**config.mk**
```make
export PLATFORM = sky130hd
export DESIGN_NAME = gamc_ctrl
export DESIGN_NICKNAME = d
export VERILOG_FILES = /design/src/gamc_pkg.sv /design/src/gamc_ctrl.sv
export SDC_FILE = /design/constraint.sdc
export NUM_CORES = 1
export LEC_CHECK = 0
export BUFFER_PORTS_ARGS = -buffer_cell sky130_fd_sc_hd__buf_4
export CAP_MARGIN = 5
export CORE_MARGIN = 5
export CORE_UTILIZATION = 40
export CTS_CLUSTER_DIAMETER = 100
export CTS_CLUSTER_SIZE = 20
export DETAILED_ROUTE_END_ITERATION = 8
export PLACE_DENSITY = 0.57
export SLEW_MARGIN = 20
export SYNTH_ARGS = -nofsm -noshare
export SYNTH_HDL_FRONTEND = slang
export SYNTH_SLANG_ARGS = --single-unit
```
**constraint.sdc**
```tcl
create_clock -name pclk -period 15.75 [get_ports pclk]
set_clock_uncertainty 0.1 [all_clocks]
set_input_delay 2.3625 -clock pclk [delete_from_list [all_inputs] [get_ports pclk]]
set_output_delay 2.3625 -clock pclk [all_outputs]
set_load 0.01 [all_outputs]
```
**src/gamc_pkg.sv**
```systemverilog
// constants, register map and mode codes of the gas alarm mode controller
// assumes a 250 MHz pclk and a 32-bit APB register bus
package gamc_pkg;
  // ==========================================================
  // timing
  localparam int CLK_PERIOD_NS = 4;
  localparam longint HALF_SEC_NS = 500000000;
  localparam longint KEY_HOLD_NS = 2000000000;
  localparam int HALF_CYC_DEF = int'(HALF_SEC_NS / CLK_PERIOD_NS);
  localparam int HOLD_CYC_DEF = int'((KEY_HOLD_NS + CLK_PERIOD_NS - 1) /
                                     CLK_PERIOD_NS);
  // durations counted in half seconds
  localparam logic [11:0] BANNER_HALVES = 12'h001;
  localparam logic [11:0] VERSION_HALVES = 12'h001;
  localparam logic [11:0] WARM_HALVES = 12'h03C;
  localparam logic [11:0] TIMEOUT_HALVES = 12'hE10;
  // ==========================================================
  // register map
  localparam logic [7:0] OFF_CTRL = 8'h00;
  localparam logic [7:0] OFF_TH1 = 8'h04;
  localparam logic [7:0] OFF_TH2 = 8'h08;
  localparam logic [7:0] OFF_TH3 = 8'h0C;
  localparam logic [7:0] OFF_DWELL = 8'h10;
  localparam logic [7:0] OFF_HSCALE = 8'h14;
  localparam logic [7:0] OFF_TESTVAL = 8'h18;
  localparam logic [7:0] OFF_STATUS = 8'h1C;
  localparam logic [7:0] OFF_VALUE = 8'h20;
  localparam int CTRL_LATCH = 0;
  localparam int CTRL_AUTO_TO = 1;
  localparam int DWELL_W = 6;
  localparam logic [1:0] CTRL_RST = 2'h1;
  localparam logic [15:0] HSCALE_RST = 16'h0064;
  localparam logic [15:0] TH1_RST = 16'h0014;
  localparam logic [15:0] TH2_RST = 16'h0028;
  localparam logic [15:0] TH3_RST = 16'h0032;
  // ==========================================================
  // modes and display selections
  typedef enum logic [6:0] {
    GAMC_BANNER = 7'h01,
    GAMC_VERSION = 7'h02,
    GAMC_WARM = 7'h04,
    GAMC_MEAS = 7'h08,
    GAMC_TEST = 7'h10,
    GAMC_LAMP = 7'h20,
    GAMC_SBY = 7'h40
  } gamc_mode_t;
  localparam logic [2:0] DSP_BANNER = 3'h0;
  localparam logic [2:0] DSP_VERSION = 3'h1;
  localparam logic [2:0] DSP_WARM = 3'h2;
  localparam logic [2:0] DSP_CONC = 3'h3;
  localparam logic [2:0] DSP_UNDER = 3'h4;
  localparam logic [2:0] DSP_OVER = 3'h5;
  localparam logic [2:0] DSP_LAMP = 3'h6;
endpackage : gamc_pkg

```
**src/gamc_ctrl.sv**
```systemverilog
// gas alarm mode controller: start-up, measurement, alarms, test, stand-by
// assumes synchronous key inputs (high = pressed) and an APB master
// Overview of operation
// - show version banner half a second, then version number.
// - flash warm-up banner thirty seconds, then enter measurement.
// - unit or detector fault at warm-up end raises fault alarm.
// - no detector or input below -10% scale flashes under-range.
// - under-range lights trouble lamp, flashes warning light, sounds buzzer.
// - silence key stops buzzer, warning light goes steady.
// - input above scale plus 10% flashes excess-range indication.
// - excess-range flashes all alarm lamps and warning light, buzzer.
// - alarm asserts only after dwell time above threshold.
// - alarm relay energises only after dwell time exceeded.
// - latching holds alarm and peak value until reset.
// - without latching each alarm clears when below threshold.
// - external reset contact clears alarms as the reset key does.
// - three alarm relays and one trouble relay.
// - test key held two seconds in measurement enters test mode.
// - test mode returns after thirty minutes without key.
// - test mode uses adjusted value, flashes it, alarms run normally.
// - in test, function held starts lamp test; reset returns.
// - down key held two seconds in measurement enters stand-by.
// - auto-timeout on leaves stand-by after thirty minutes.
// - auto-timeout off leaves stand-by on down held two seconds.
// - stand-by flashes its lamp and holds all relays inactive.
module gamc_ctrl #(
  parameter int HALF_CYC = gamc_pkg::HALF_CYC_DEF,
  parameter int HOLD_CYC = gamc_pkg::HOLD_CYC_DEF,
  // arbitrary version code
  parameter logic [15:0] VERSION_CODE = 16'h0100
) (
  input wire logic pclk,
  input wire logic presetn,
  input wire logic psel,
  input wire logic penable,
  input wire logic pwrite,
  input wire logic [7:0] paddr,
  input wire logic [31:0] pwdata,
  output logic [31:0] prdata,
  output logic pready,
  output logic pslverr,
  input wire logic signed [15:0] conc,
  input wire logic detector_present,
  input wire logic unit_fault,
  input wire logic test_key,
  input wire logic function_key,
  input wire logic down_key,
  input wire logic reset_key,
  input wire logic buzzer_silence_key,
  input wire logic ext_reset_short,
  output logic [2:0] segment_display_sel,
  output logic [15:0] segment_display_value,
  output logic segment_display_flash,
  output logic [2:0] alarm_lamp,
  output logic trouble_lamp,
  output logic warning_light,
  output logic buzzer,
  output logic standby_lamp,
  output logic [2:0] alarm_relay,
  output logic trouble_relay
);
  // ==========================================================
  // state
  typedef struct packed {
    gamc_pkg::gamc_mode_t mode;
    logic [11:0] mcnt;
    logic [31:0] hcnt;
    logic [31:0] kcnt;
    logic kdone;
    logic flash;
    logic silenced;
    logic fault_alarm;
    logic [2:0] alarm;
    logic [2:0][7:0] dcnt;
    logic [15:0] peak;
    logic [1:0] ctrl;
    logic [2:0][15:0] th;
    logic [2:0][gamc_pkg::DWELL_W-1:0] dwell;
    logic [15:0] hscale;
    logic [15:0] testval;
    logic [31:0] rdata;
    logic [2:0] dsel;
    logic [15:0] dval;
    logic dflash;
    logic [2:0] alamp;
    logic tlamp;
    logic warn;
    logic buzz;
    logic slamp;
    logic [2:0] relay;
    logic trelay;
  } gamc_state_t;

  gamc_state_t st;
  gamc_state_t next_st;
  logic tick;
  logic hold_evt;
  logic any_key;
  logic rst_evt;
  logic active;
  logic under;
  logic over;
  logic latch;
  logic mode_end;
  logic timeout;
  logic hit;
  logic signed [17:0] eff;
  logic signed [17:0] margin;
  logic [2:0] above;
  logic [15:0] shown;

  // ==========================================================
  // combinational next state
  always_comb begin
    next_st = st;
    tick = (st.hcnt == 32'(HALF_CYC - 1));
    any_key = test_key | function_key | down_key | reset_key |
              buzzer_silence_key;
    rst_evt = reset_key | ext_reset_short;
    latch = st.ctrl[gamc_pkg::CTRL_LATCH];
    active = (st.mode != gamc_pkg::GAMC_BANNER) &&
             (st.mode != gamc_pkg::GAMC_VERSION) &&
             (st.mode != gamc_pkg::GAMC_WARM);
    mode_end = 1'b0;
    timeout = tick && (st.mcnt == gamc_pkg::TIMEOUT_HALVES - 12'h001);
    // half-second base and one-second flash period
    next_st.hcnt = tick ? 32'h0 : st.hcnt + 32'h1;
    if (tick) begin
      next_st.flash = ~st.flash;
    end
    // key hold timer, fires once per press
    hold_evt = 1'b0;
    if (!(test_key | function_key | down_key)) begin
      next_st.kcnt = 32'h0;
      next_st.kdone = 1'b0;
    end else if (!st.kdone) begin
      if (st.kcnt == 32'(HOLD_CYC - 1)) begin
        hold_evt = 1'b1;
        next_st.kdone = 1'b1;
      end else begin
        next_st.kcnt = st.kcnt + 32'h1;
      end
    end
    // range checks on the live input
    margin = 18'(st.hscale / 16'h000A);
    under = !detector_present || (18'(conc) < -margin);
    over = detector_present &&
           (18'(conc) > $signed(18'(st.hscale)) + margin);
    // test mode replaces the measured value
    if (st.mode == gamc_pkg::GAMC_TEST || st.mode == gamc_pkg::GAMC_LAMP) begin
      eff = 18'($signed(st.testval));
    end else begin
      eff = 18'(conc);
    end
    // ========================================================
    // mode sequencing
    next_st.mcnt = tick ? st.mcnt + 12'h001 : st.mcnt;
    unique case (st.mode)
      gamc_pkg::GAMC_BANNER: begin
        if (tick && st.mcnt == gamc_pkg::BANNER_HALVES - 12'h001) begin
          next_st.mode = gamc_pkg::GAMC_VERSION;
          mode_end = 1'b1;
        end
      end
      gamc_pkg::GAMC_VERSION: begin
        if (tick && st.mcnt == gamc_pkg::VERSION_HALVES - 12'h001) begin
          next_st.mode = gamc_pkg::GAMC_WARM;
          mode_end = 1'b1;
        end
      end
      gamc_pkg::GAMC_WARM: begin
        if (tick && st.mcnt == gamc_pkg::WARM_HALVES - 12'h001) begin
          next_st.mode = gamc_pkg::GAMC_MEAS;
          mode_end = 1'b1;
          if (unit_fault || under) begin
            next_st.fault_alarm = 1'b1;
          end
        end
      end
      gamc_pkg::GAMC_MEAS: begin
        if (hold_evt && test_key) begin
          next_st.mode = gamc_pkg::GAMC_TEST;
          mode_end = 1'b1;
        end else if (hold_evt && down_key) begin
          next_st.mode = gamc_pkg::GAMC_SBY;
          mode_end = 1'b1;
        end
      end
      gamc_pkg::GAMC_TEST, gamc_pkg::GAMC_LAMP: begin
        if (reset_key || timeout) begin
          next_st.mode = gamc_pkg::GAMC_MEAS;
          mode_end = 1'b1;
        end else if (hold_evt && function_key) begin
          next_st.mode = gamc_pkg::GAMC_LAMP;
          mode_end = 1'b1;
        end else if (any_key) begin
          mode_end = 1'b1;
        end
      end
      gamc_pkg::GAMC_SBY: begin
        if ((st.ctrl[gamc_pkg::CTRL_AUTO_TO] && timeout) ||
            (hold_evt && down_key)) begin
          next_st.mode = gamc_pkg::GAMC_MEAS;
          mode_end = 1'b1;
        end
      end
    endcase
    if (mode_end) begin
      next_st.mcnt = 12'h000;
    end
    // ========================================================
    // alarm channels
    for (int i = 0; i < 3; i++) begin
      above[i] = active && (eff >= $signed(18'(st.th[i])));
      if (!above[i] || rst_evt) begin
        next_st.dcnt[i] = 8'h00;
      end else if (tick && st.dcnt[i] != 8'hFF) begin
        next_st.dcnt[i] = st.dcnt[i] + 8'h01;
      end
      if (rst_evt) begin
        next_st.alarm[i] = 1'b0;
      end else if (above[i] &&
                   st.dcnt[i] > {1'b0, st.dwell[i], 1'b0}) begin
        next_st.alarm[i] = 1'b1;
      end else if (!latch && !above[i]) begin
        next_st.alarm[i] = 1'b0;
      end
    end
    if (rst_evt) begin
      next_st.fault_alarm = 1'b0;
    end
    // latched alarms keep the peak value on show
    if (latch && (|st.alarm) && !rst_evt) begin
      if (eff > 18'($signed(st.peak))) begin
        next_st.peak = eff[15:0];
      end
    end else begin
      next_st.peak = eff[15:0];
    end
    shown = (latch && (|st.alarm)) ? st.peak : eff[15:0];
    // silence holds until the fault conditions go away
    if (!(under || over || st.fault_alarm || (|st.alarm))) begin
      next_st.silenced = 1'b0;
    end else if (buzzer_silence_key) begin
      next_st.silenced = 1'b1;
    end
    // ========================================================
    // indicators and relays
    next_st.dval = shown;
    next_st.dflash = 1'b0;
    next_st.dsel = gamc_pkg::DSP_CONC;
    next_st.alamp = st.alarm;
    next_st.tlamp = st.fault_alarm;
    next_st.warn = (|st.alarm) || st.fault_alarm;
    next_st.buzz = ((|st.alarm) || st.fault_alarm) && !st.silenced;
    next_st.slamp = 1'b0;
    if (st.mode == gamc_pkg::GAMC_BANNER) begin
      next_st.dsel = gamc_pkg::DSP_BANNER;
    end else if (st.mode == gamc_pkg::GAMC_VERSION) begin
      next_st.dsel = gamc_pkg::DSP_VERSION;
      next_st.dval = VERSION_CODE;
    end else if (st.mode == gamc_pkg::GAMC_WARM) begin
      next_st.dsel = gamc_pkg::DSP_WARM;
      next_st.dflash = st.flash;
    end else if (st.mode == gamc_pkg::GAMC_LAMP) begin
      next_st.dsel = gamc_pkg::DSP_LAMP;
      next_st.alamp = 3'h7;
      next_st.tlamp = 1'b1;
      next_st.warn = 1'b1;
      next_st.slamp = 1'b1;
    end else if (under) begin
      next_st.dsel = gamc_pkg::DSP_UNDER;
      next_st.dflash = st.flash;
      next_st.tlamp = 1'b1;
      next_st.warn = st.silenced | st.flash;
      next_st.buzz = !st.silenced;
    end else if (over) begin
      next_st.dsel = gamc_pkg::DSP_OVER;
      next_st.dflash = st.flash;
      next_st.alamp = {3{st.flash}};
      next_st.warn = st.silenced | st.flash;
      next_st.buzz = !st.silenced;
    end else if (st.mode == gamc_pkg::GAMC_TEST) begin
      next_st.dflash = st.flash;
    end
    if (st.mode == gamc_pkg::GAMC_SBY) begin
      next_st.slamp = st.flash;
      next_st.relay = 3'h0;
      next_st.trelay = 1'b0;
    end else begin
      next_st.relay = st.alarm;
      next_st.trelay = st.fault_alarm || (active && under);
    end
    // ========================================================
    // APB slave, zero wait states
    hit = (paddr[1:0] == 2'h0) && (paddr <= gamc_pkg::OFF_VALUE);
    if (psel && !penable) begin
      unique case (paddr)
        gamc_pkg::OFF_CTRL: next_st.rdata = {30'h0, st.ctrl};
        gamc_pkg::OFF_TH1: next_st.rdata = {16'h0, st.th[0]};
        gamc_pkg::OFF_TH2: next_st.rdata = {16'h0, st.th[1]};
        gamc_pkg::OFF_TH3: next_st.rdata = {16'h0, st.th[2]};
        gamc_pkg::OFF_DWELL: next_st.rdata = {14'h0, st.dwell};
        gamc_pkg::OFF_HSCALE: next_st.rdata = {16'h0, st.hscale};
        gamc_pkg::OFF_TESTVAL: next_st.rdata = {16'h0, st.testval};
        gamc_pkg::OFF_STATUS: next_st.rdata = {18'h0, st.mode, st.silenced,
                                               st.fault_alarm, over, under,
                                               st.alarm};
        gamc_pkg::OFF_VALUE: next_st.rdata = {16'h0, shown};
        default: next_st.rdata = 32'h0;
      endcase
    end
    if (psel && penable && pwrite) begin
      unique case (paddr)
        gamc_pkg::OFF_CTRL: next_st.ctrl = pwdata[1:0];
        gamc_pkg::OFF_TH1: next_st.th[0] = pwdata[15:0];
        gamc_pkg::OFF_TH2: next_st.th[1] = pwdata[15:0];
        gamc_pkg::OFF_TH3: next_st.th[2] = pwdata[15:0];
        gamc_pkg::OFF_DWELL: next_st.dwell = pwdata[3*gamc_pkg::DWELL_W-1:0];
        gamc_pkg::OFF_HSCALE: next_st.hscale = pwdata[15:0];
        gamc_pkg::OFF_TESTVAL: next_st.testval = pwdata[15:0];
        default: ;
      endcase
    end
  end

  always_ff @(posedge pclk or negedge presetn) begin
    if (!presetn) begin
      st <= '0;
      st.mode <= gamc_pkg::GAMC_BANNER;
      st.ctrl <= gamc_pkg::CTRL_RST;
      st.th <= {gamc_pkg::TH3_RST, gamc_pkg::TH2_RST, gamc_pkg::TH1_RST};
      st.hscale <= gamc_pkg::HSCALE_RST;
    end else begin
      st <= next_st;
    end
  end

  assign pready = 1'b1;
  assign pslverr = psel && penable && !hit;
  assign prdata = st.rdata;
  assign segment_display_sel = st.dsel;
  assign segment_display_value = st.dval;
  assign segment_display_flash = st.dflash;
  assign alarm_lamp = st.alamp;
  assign trouble_lamp = st.tlamp;
  assign warning_light = st.warn;
  assign buzzer = st.buzz;
  assign standby_lamp = st.slamp;
  assign alarm_relay = st.relay;
  assign trouble_relay = st.trelay;
endmodule : gamc_ctrl

```
==> impl_metrics.env <==
export IMPL_status="complete, no violations"
export IMPL_use_met1_pct=29.21
export IMPL_period_minus_slack_ns=10.41
export IMPL_peakVddDrop_mv=0.07729
export IMPL_synth_cell_types=104
export IMPL_die_area_mm2=0.05157
export IMPL_hold_viol=0
export IMPL_tightest_slew_ns=1.003
export IMPL_h_tree_depth=1
export IMPL_gp_congestion=0.9205
export IMPL_multi_input_area_mm2=0.01060
export IMPL_async_reset_ff_share_pct=100.0
export IMPL_ys_flop_type="dfrtp_1"
export IMPL_crit_path_end_kind="register"
export IMPL_avgSynthCellArea_um2=9.218
export IMPL_grt_pass1_wl_mm=82.17
export IMPL_rows=79
export IMPL_die_x_um=227.1
export IMPL_synth_cell_area_mm2=0.01885
export IMPL_area_growth_pct=7.672
export IMPL_dieHeight_um=227.1
export IMPL_p_sw_share_pct=32.72
export IMPL_report_final_slew_viol_count=0
export IMPL_regArea_mm2=0.006997
export IMPL_yosys_warnings=0
export IMPL_crit_path_start_kind="register"
export IMPL_synthCells=2045
export IMPL_numCtsBuffers=17
export IMPL_drc_errors=0
export IMPL_cts_clk_slew_worst_paths_ns=0.09
export IMPL_critPathMostFrequentCell="a21oi_1"
export IMPL_ioPinCount=134
export IMPL_port_buffers=104
export IMPL_grt_pass1_vias=14270
export IMPL_post_route_period_util_pct=66.12
export IMPL_cp_arrival_ns=10.77
export IMPL_synth_edf_count=0
export IMPL_pwr_share_comb_pct=26.8
export IMPL_dr_pass1_iters=5
export IMPL_power_clock_fraction_pct=26.5
export IMPL_dp_cells=2648
export IMPL_final_cell_mix="267 x dfrtp_1, 195 x nor2_1, 140 x inv_1"
export IMPL_cts_buffer_depth=3
export IMPL_setup_viol=0
export IMPL_fin_cells=2676
export IMPL_pwr_share_seq_pct=46.6
export IMPL_setup_tns_ns=0
export IMPL_diodes=0
export IMPL_ys_seq_elements=279
export IMPL_crit_required_ns=16.10
export IMPL_cts_tree="yes"
export IMPL_dpl_hpwl_mm=40.58
export IMPL_nets=2266
export IMPL_p_leak_nw=9.121
export IMPL_antenna_found_initial=1
export IMPL_overflow=0
export IMPL_core_mm2=0.04656
export IMPL_clock_latency_ns=0.53
export IMPL_p_per_area_mw_per_mm2=84.11
export IMPL_cts_resized=0
export IMPL_maxCapViolCount=0
export IMPL_post_cts_buffers=0
export IMPL_slowest_stage="dfrtp_1"
export IMPL_postCtsHoldBufs=0
export IMPL_drive_gt1_share_pct=14.60
export IMPL_internal_power_w=0.001149
export IMPL_power_switching_w=0.0005586
export IMPL_worstPathMaxFanout=19
export IMPL_routed_wl_mm=53.29
export IMPL_start_util_pct=40.49
export IMPL_grtUsageMet2_pct=31.33
export IMPL_layout_commonest_cell="dfrtp_1"
export IMPL_grt_max_degree=97
export IMPL_grt_busiest_layer="met2"
export IMPL_crit_type="register to register"
export IMPL_root_buffer="clkbuf_16"
export IMPL_rsz0062_at_grt="false"
export IMPL_seq_area_frac_synth_pct=37.11
export IMPL_fmax_mhz=96.02
export IMPL_critPathMaxStageDelay_ns=0.89
export IMPL_clock_sinks=279
export IMPL_first_iter_violations=1239
export IMPL_slew_headroom_pct=32.87
export IMPL_hp_class="register to register"
export IMPL_via_count=15030
export IMPL_ant_nets=0
export IMPL_grt_usage_pct=20.06
export IMPL_r2r_cells=42
export IMPL_met3_usage_pct=3.946
export IMPL_viasPerCell=5.615
export IMPL_fillers=4576
export IMPL_wl_per_cell_um=19.91
export IMPL_hold_depth=2
==> power groups by stage <==
stage                     clock [W]  sequential, W  combinational (W)
after floorplan                   0       0.000794           0.000324
after global placement            0       0.000808           0.000452
after detailed placement          0       0.000809           0.000458
after CTS                  0.000470       0.000795           0.000461
after global routing       0.000493       0.000801           0.000515
final                      0.000453       0.000796           0.000458
==> metal layers <==
metal	share of wire [%]	wire, um
met5	0	0
met4	2.1	1130
met3	6.7	3593
met2	44	23620
met1	47	24940
==> cells in the mapped netlist, drive strengths merged (14+ instances only) <==
library cell  count  area, um2
nor3             30      155.1
nand2           125      476.7
ha              136       1702
mux2            102       1149
a21oi           125      633.1
a21o             24      180.2
buf              77      579.3
dfrtp           267       6681
nand3            83      415.4
inv             143      536.8
and3             23      143.9
a22oi            35      272.8
xor2             55      489.2
nor4             15      115.1
and2             28      175.2
nand4            39      244.0
clkbuf           62      232.7
nor2            197      747.0
or3              14      92.59
nand2b           31      193.9
mux2i            23      230.2
o21ai           103      519.3
nor2b            36      232.7
xnor2            61      534.3
==> final timing paths <==
| kind | startpoint | to | slack [ns] |
|---|---|---|---|
| worst min-delay path | prdata[13]$_DFFE_PN0P_ | prdata[13]$_DFFE_PN0P_ | 0.38 |
| max in group asynchronous | presetn | st[100]$_DFFE_PN0P_ | 11.53 |
| worst max register to register | st[91]$_DFFE_PN0P_ | buzzer$_DFF_PN0_ | 5.34 |
| worst max-delay path | st[91]$_DFFE_PN0P_ | buzzer$_DFF_PN0_ | 5.34 |
| min in group asynchronous | presetn | st[165]$_DFFE_PN0P_ | 1.73 |
| worst min register to register | prdata[13]$_DFFE_PN0P_ | prdata[13]$_DFFE_PN0P_ | 0.38 |
==> stage by stage <==
stage	total power (W)	area (um2)	hold WS, ns	setup WS [ns]	utilization (%)
after floorplan	0.001117	18900	0.3436	7.470	-
after global placement	0.001260	19820	0.3683	5.509	42.57
after detailed placement	0.001268	19820	0.3719	5.454	42.57
after CTS	0.001726	20290	0.3840	5.420	43.58
after global routing	0.001809	20300	0.4108	4.541	43.60
final	0.001707	20300	0.3810	5.336	43.60
==> sequential cells by signal, summed over array words and instances (netlist names), 3 cells and up <==
| register | count |
|---|---|
| prdata | 18 |
| alarm_relay | 3 |
| segment_display_value | 16 |
| segment_display_sel | 3 |
| alarm_lamp | 3 |
| st | 229 |
==> critical path: cells and delay by family, from the launching register on <==
| family | cells | cell delay (ns) |
|---|---|---|
| AOI/OAI and AO/OA | 26 | 6.23 |
| and+or+nand+nor | 9 | 1.59 |
| adders and majority gates | 3 | 0.93 |
| DFF | 1 | 0.89 |
| buffers and inverters | 2 | 0.30 |
| muxes | 1 | 0.15 |
| xor gates and xnor gates | 1 | 0.11 |
==> area by class of cell <==
class,instances,area share [%]
multi-input cells,1493,52.20
flip-flops and latches,279,34.47
repair buffers,122,4.549
well taps,607,3.742
inverters,147,2.718
clock buffers,27,2.281
clock inverters,1,0.04315
==> cells by family (layout without fill, tap and decap cells) <==
family / count (synthesis) / count (layout) / synth area share (%)
mux: 125 / 125 / 7.314
xor+xnor: 116 / 116 / 5.429
simple gates: 677 / 677 / 18.42
compound gates: 419 / 419 / 15.10
flops: 279 / 279 / 37.11
buf+inv: 286 / 297 / 7.234
other cells: 2 / 15 / 0.03984
fa+ha+maj: 141 / 141 / 9.345
No activity file was read; power rests on OpenSTA's default activity.
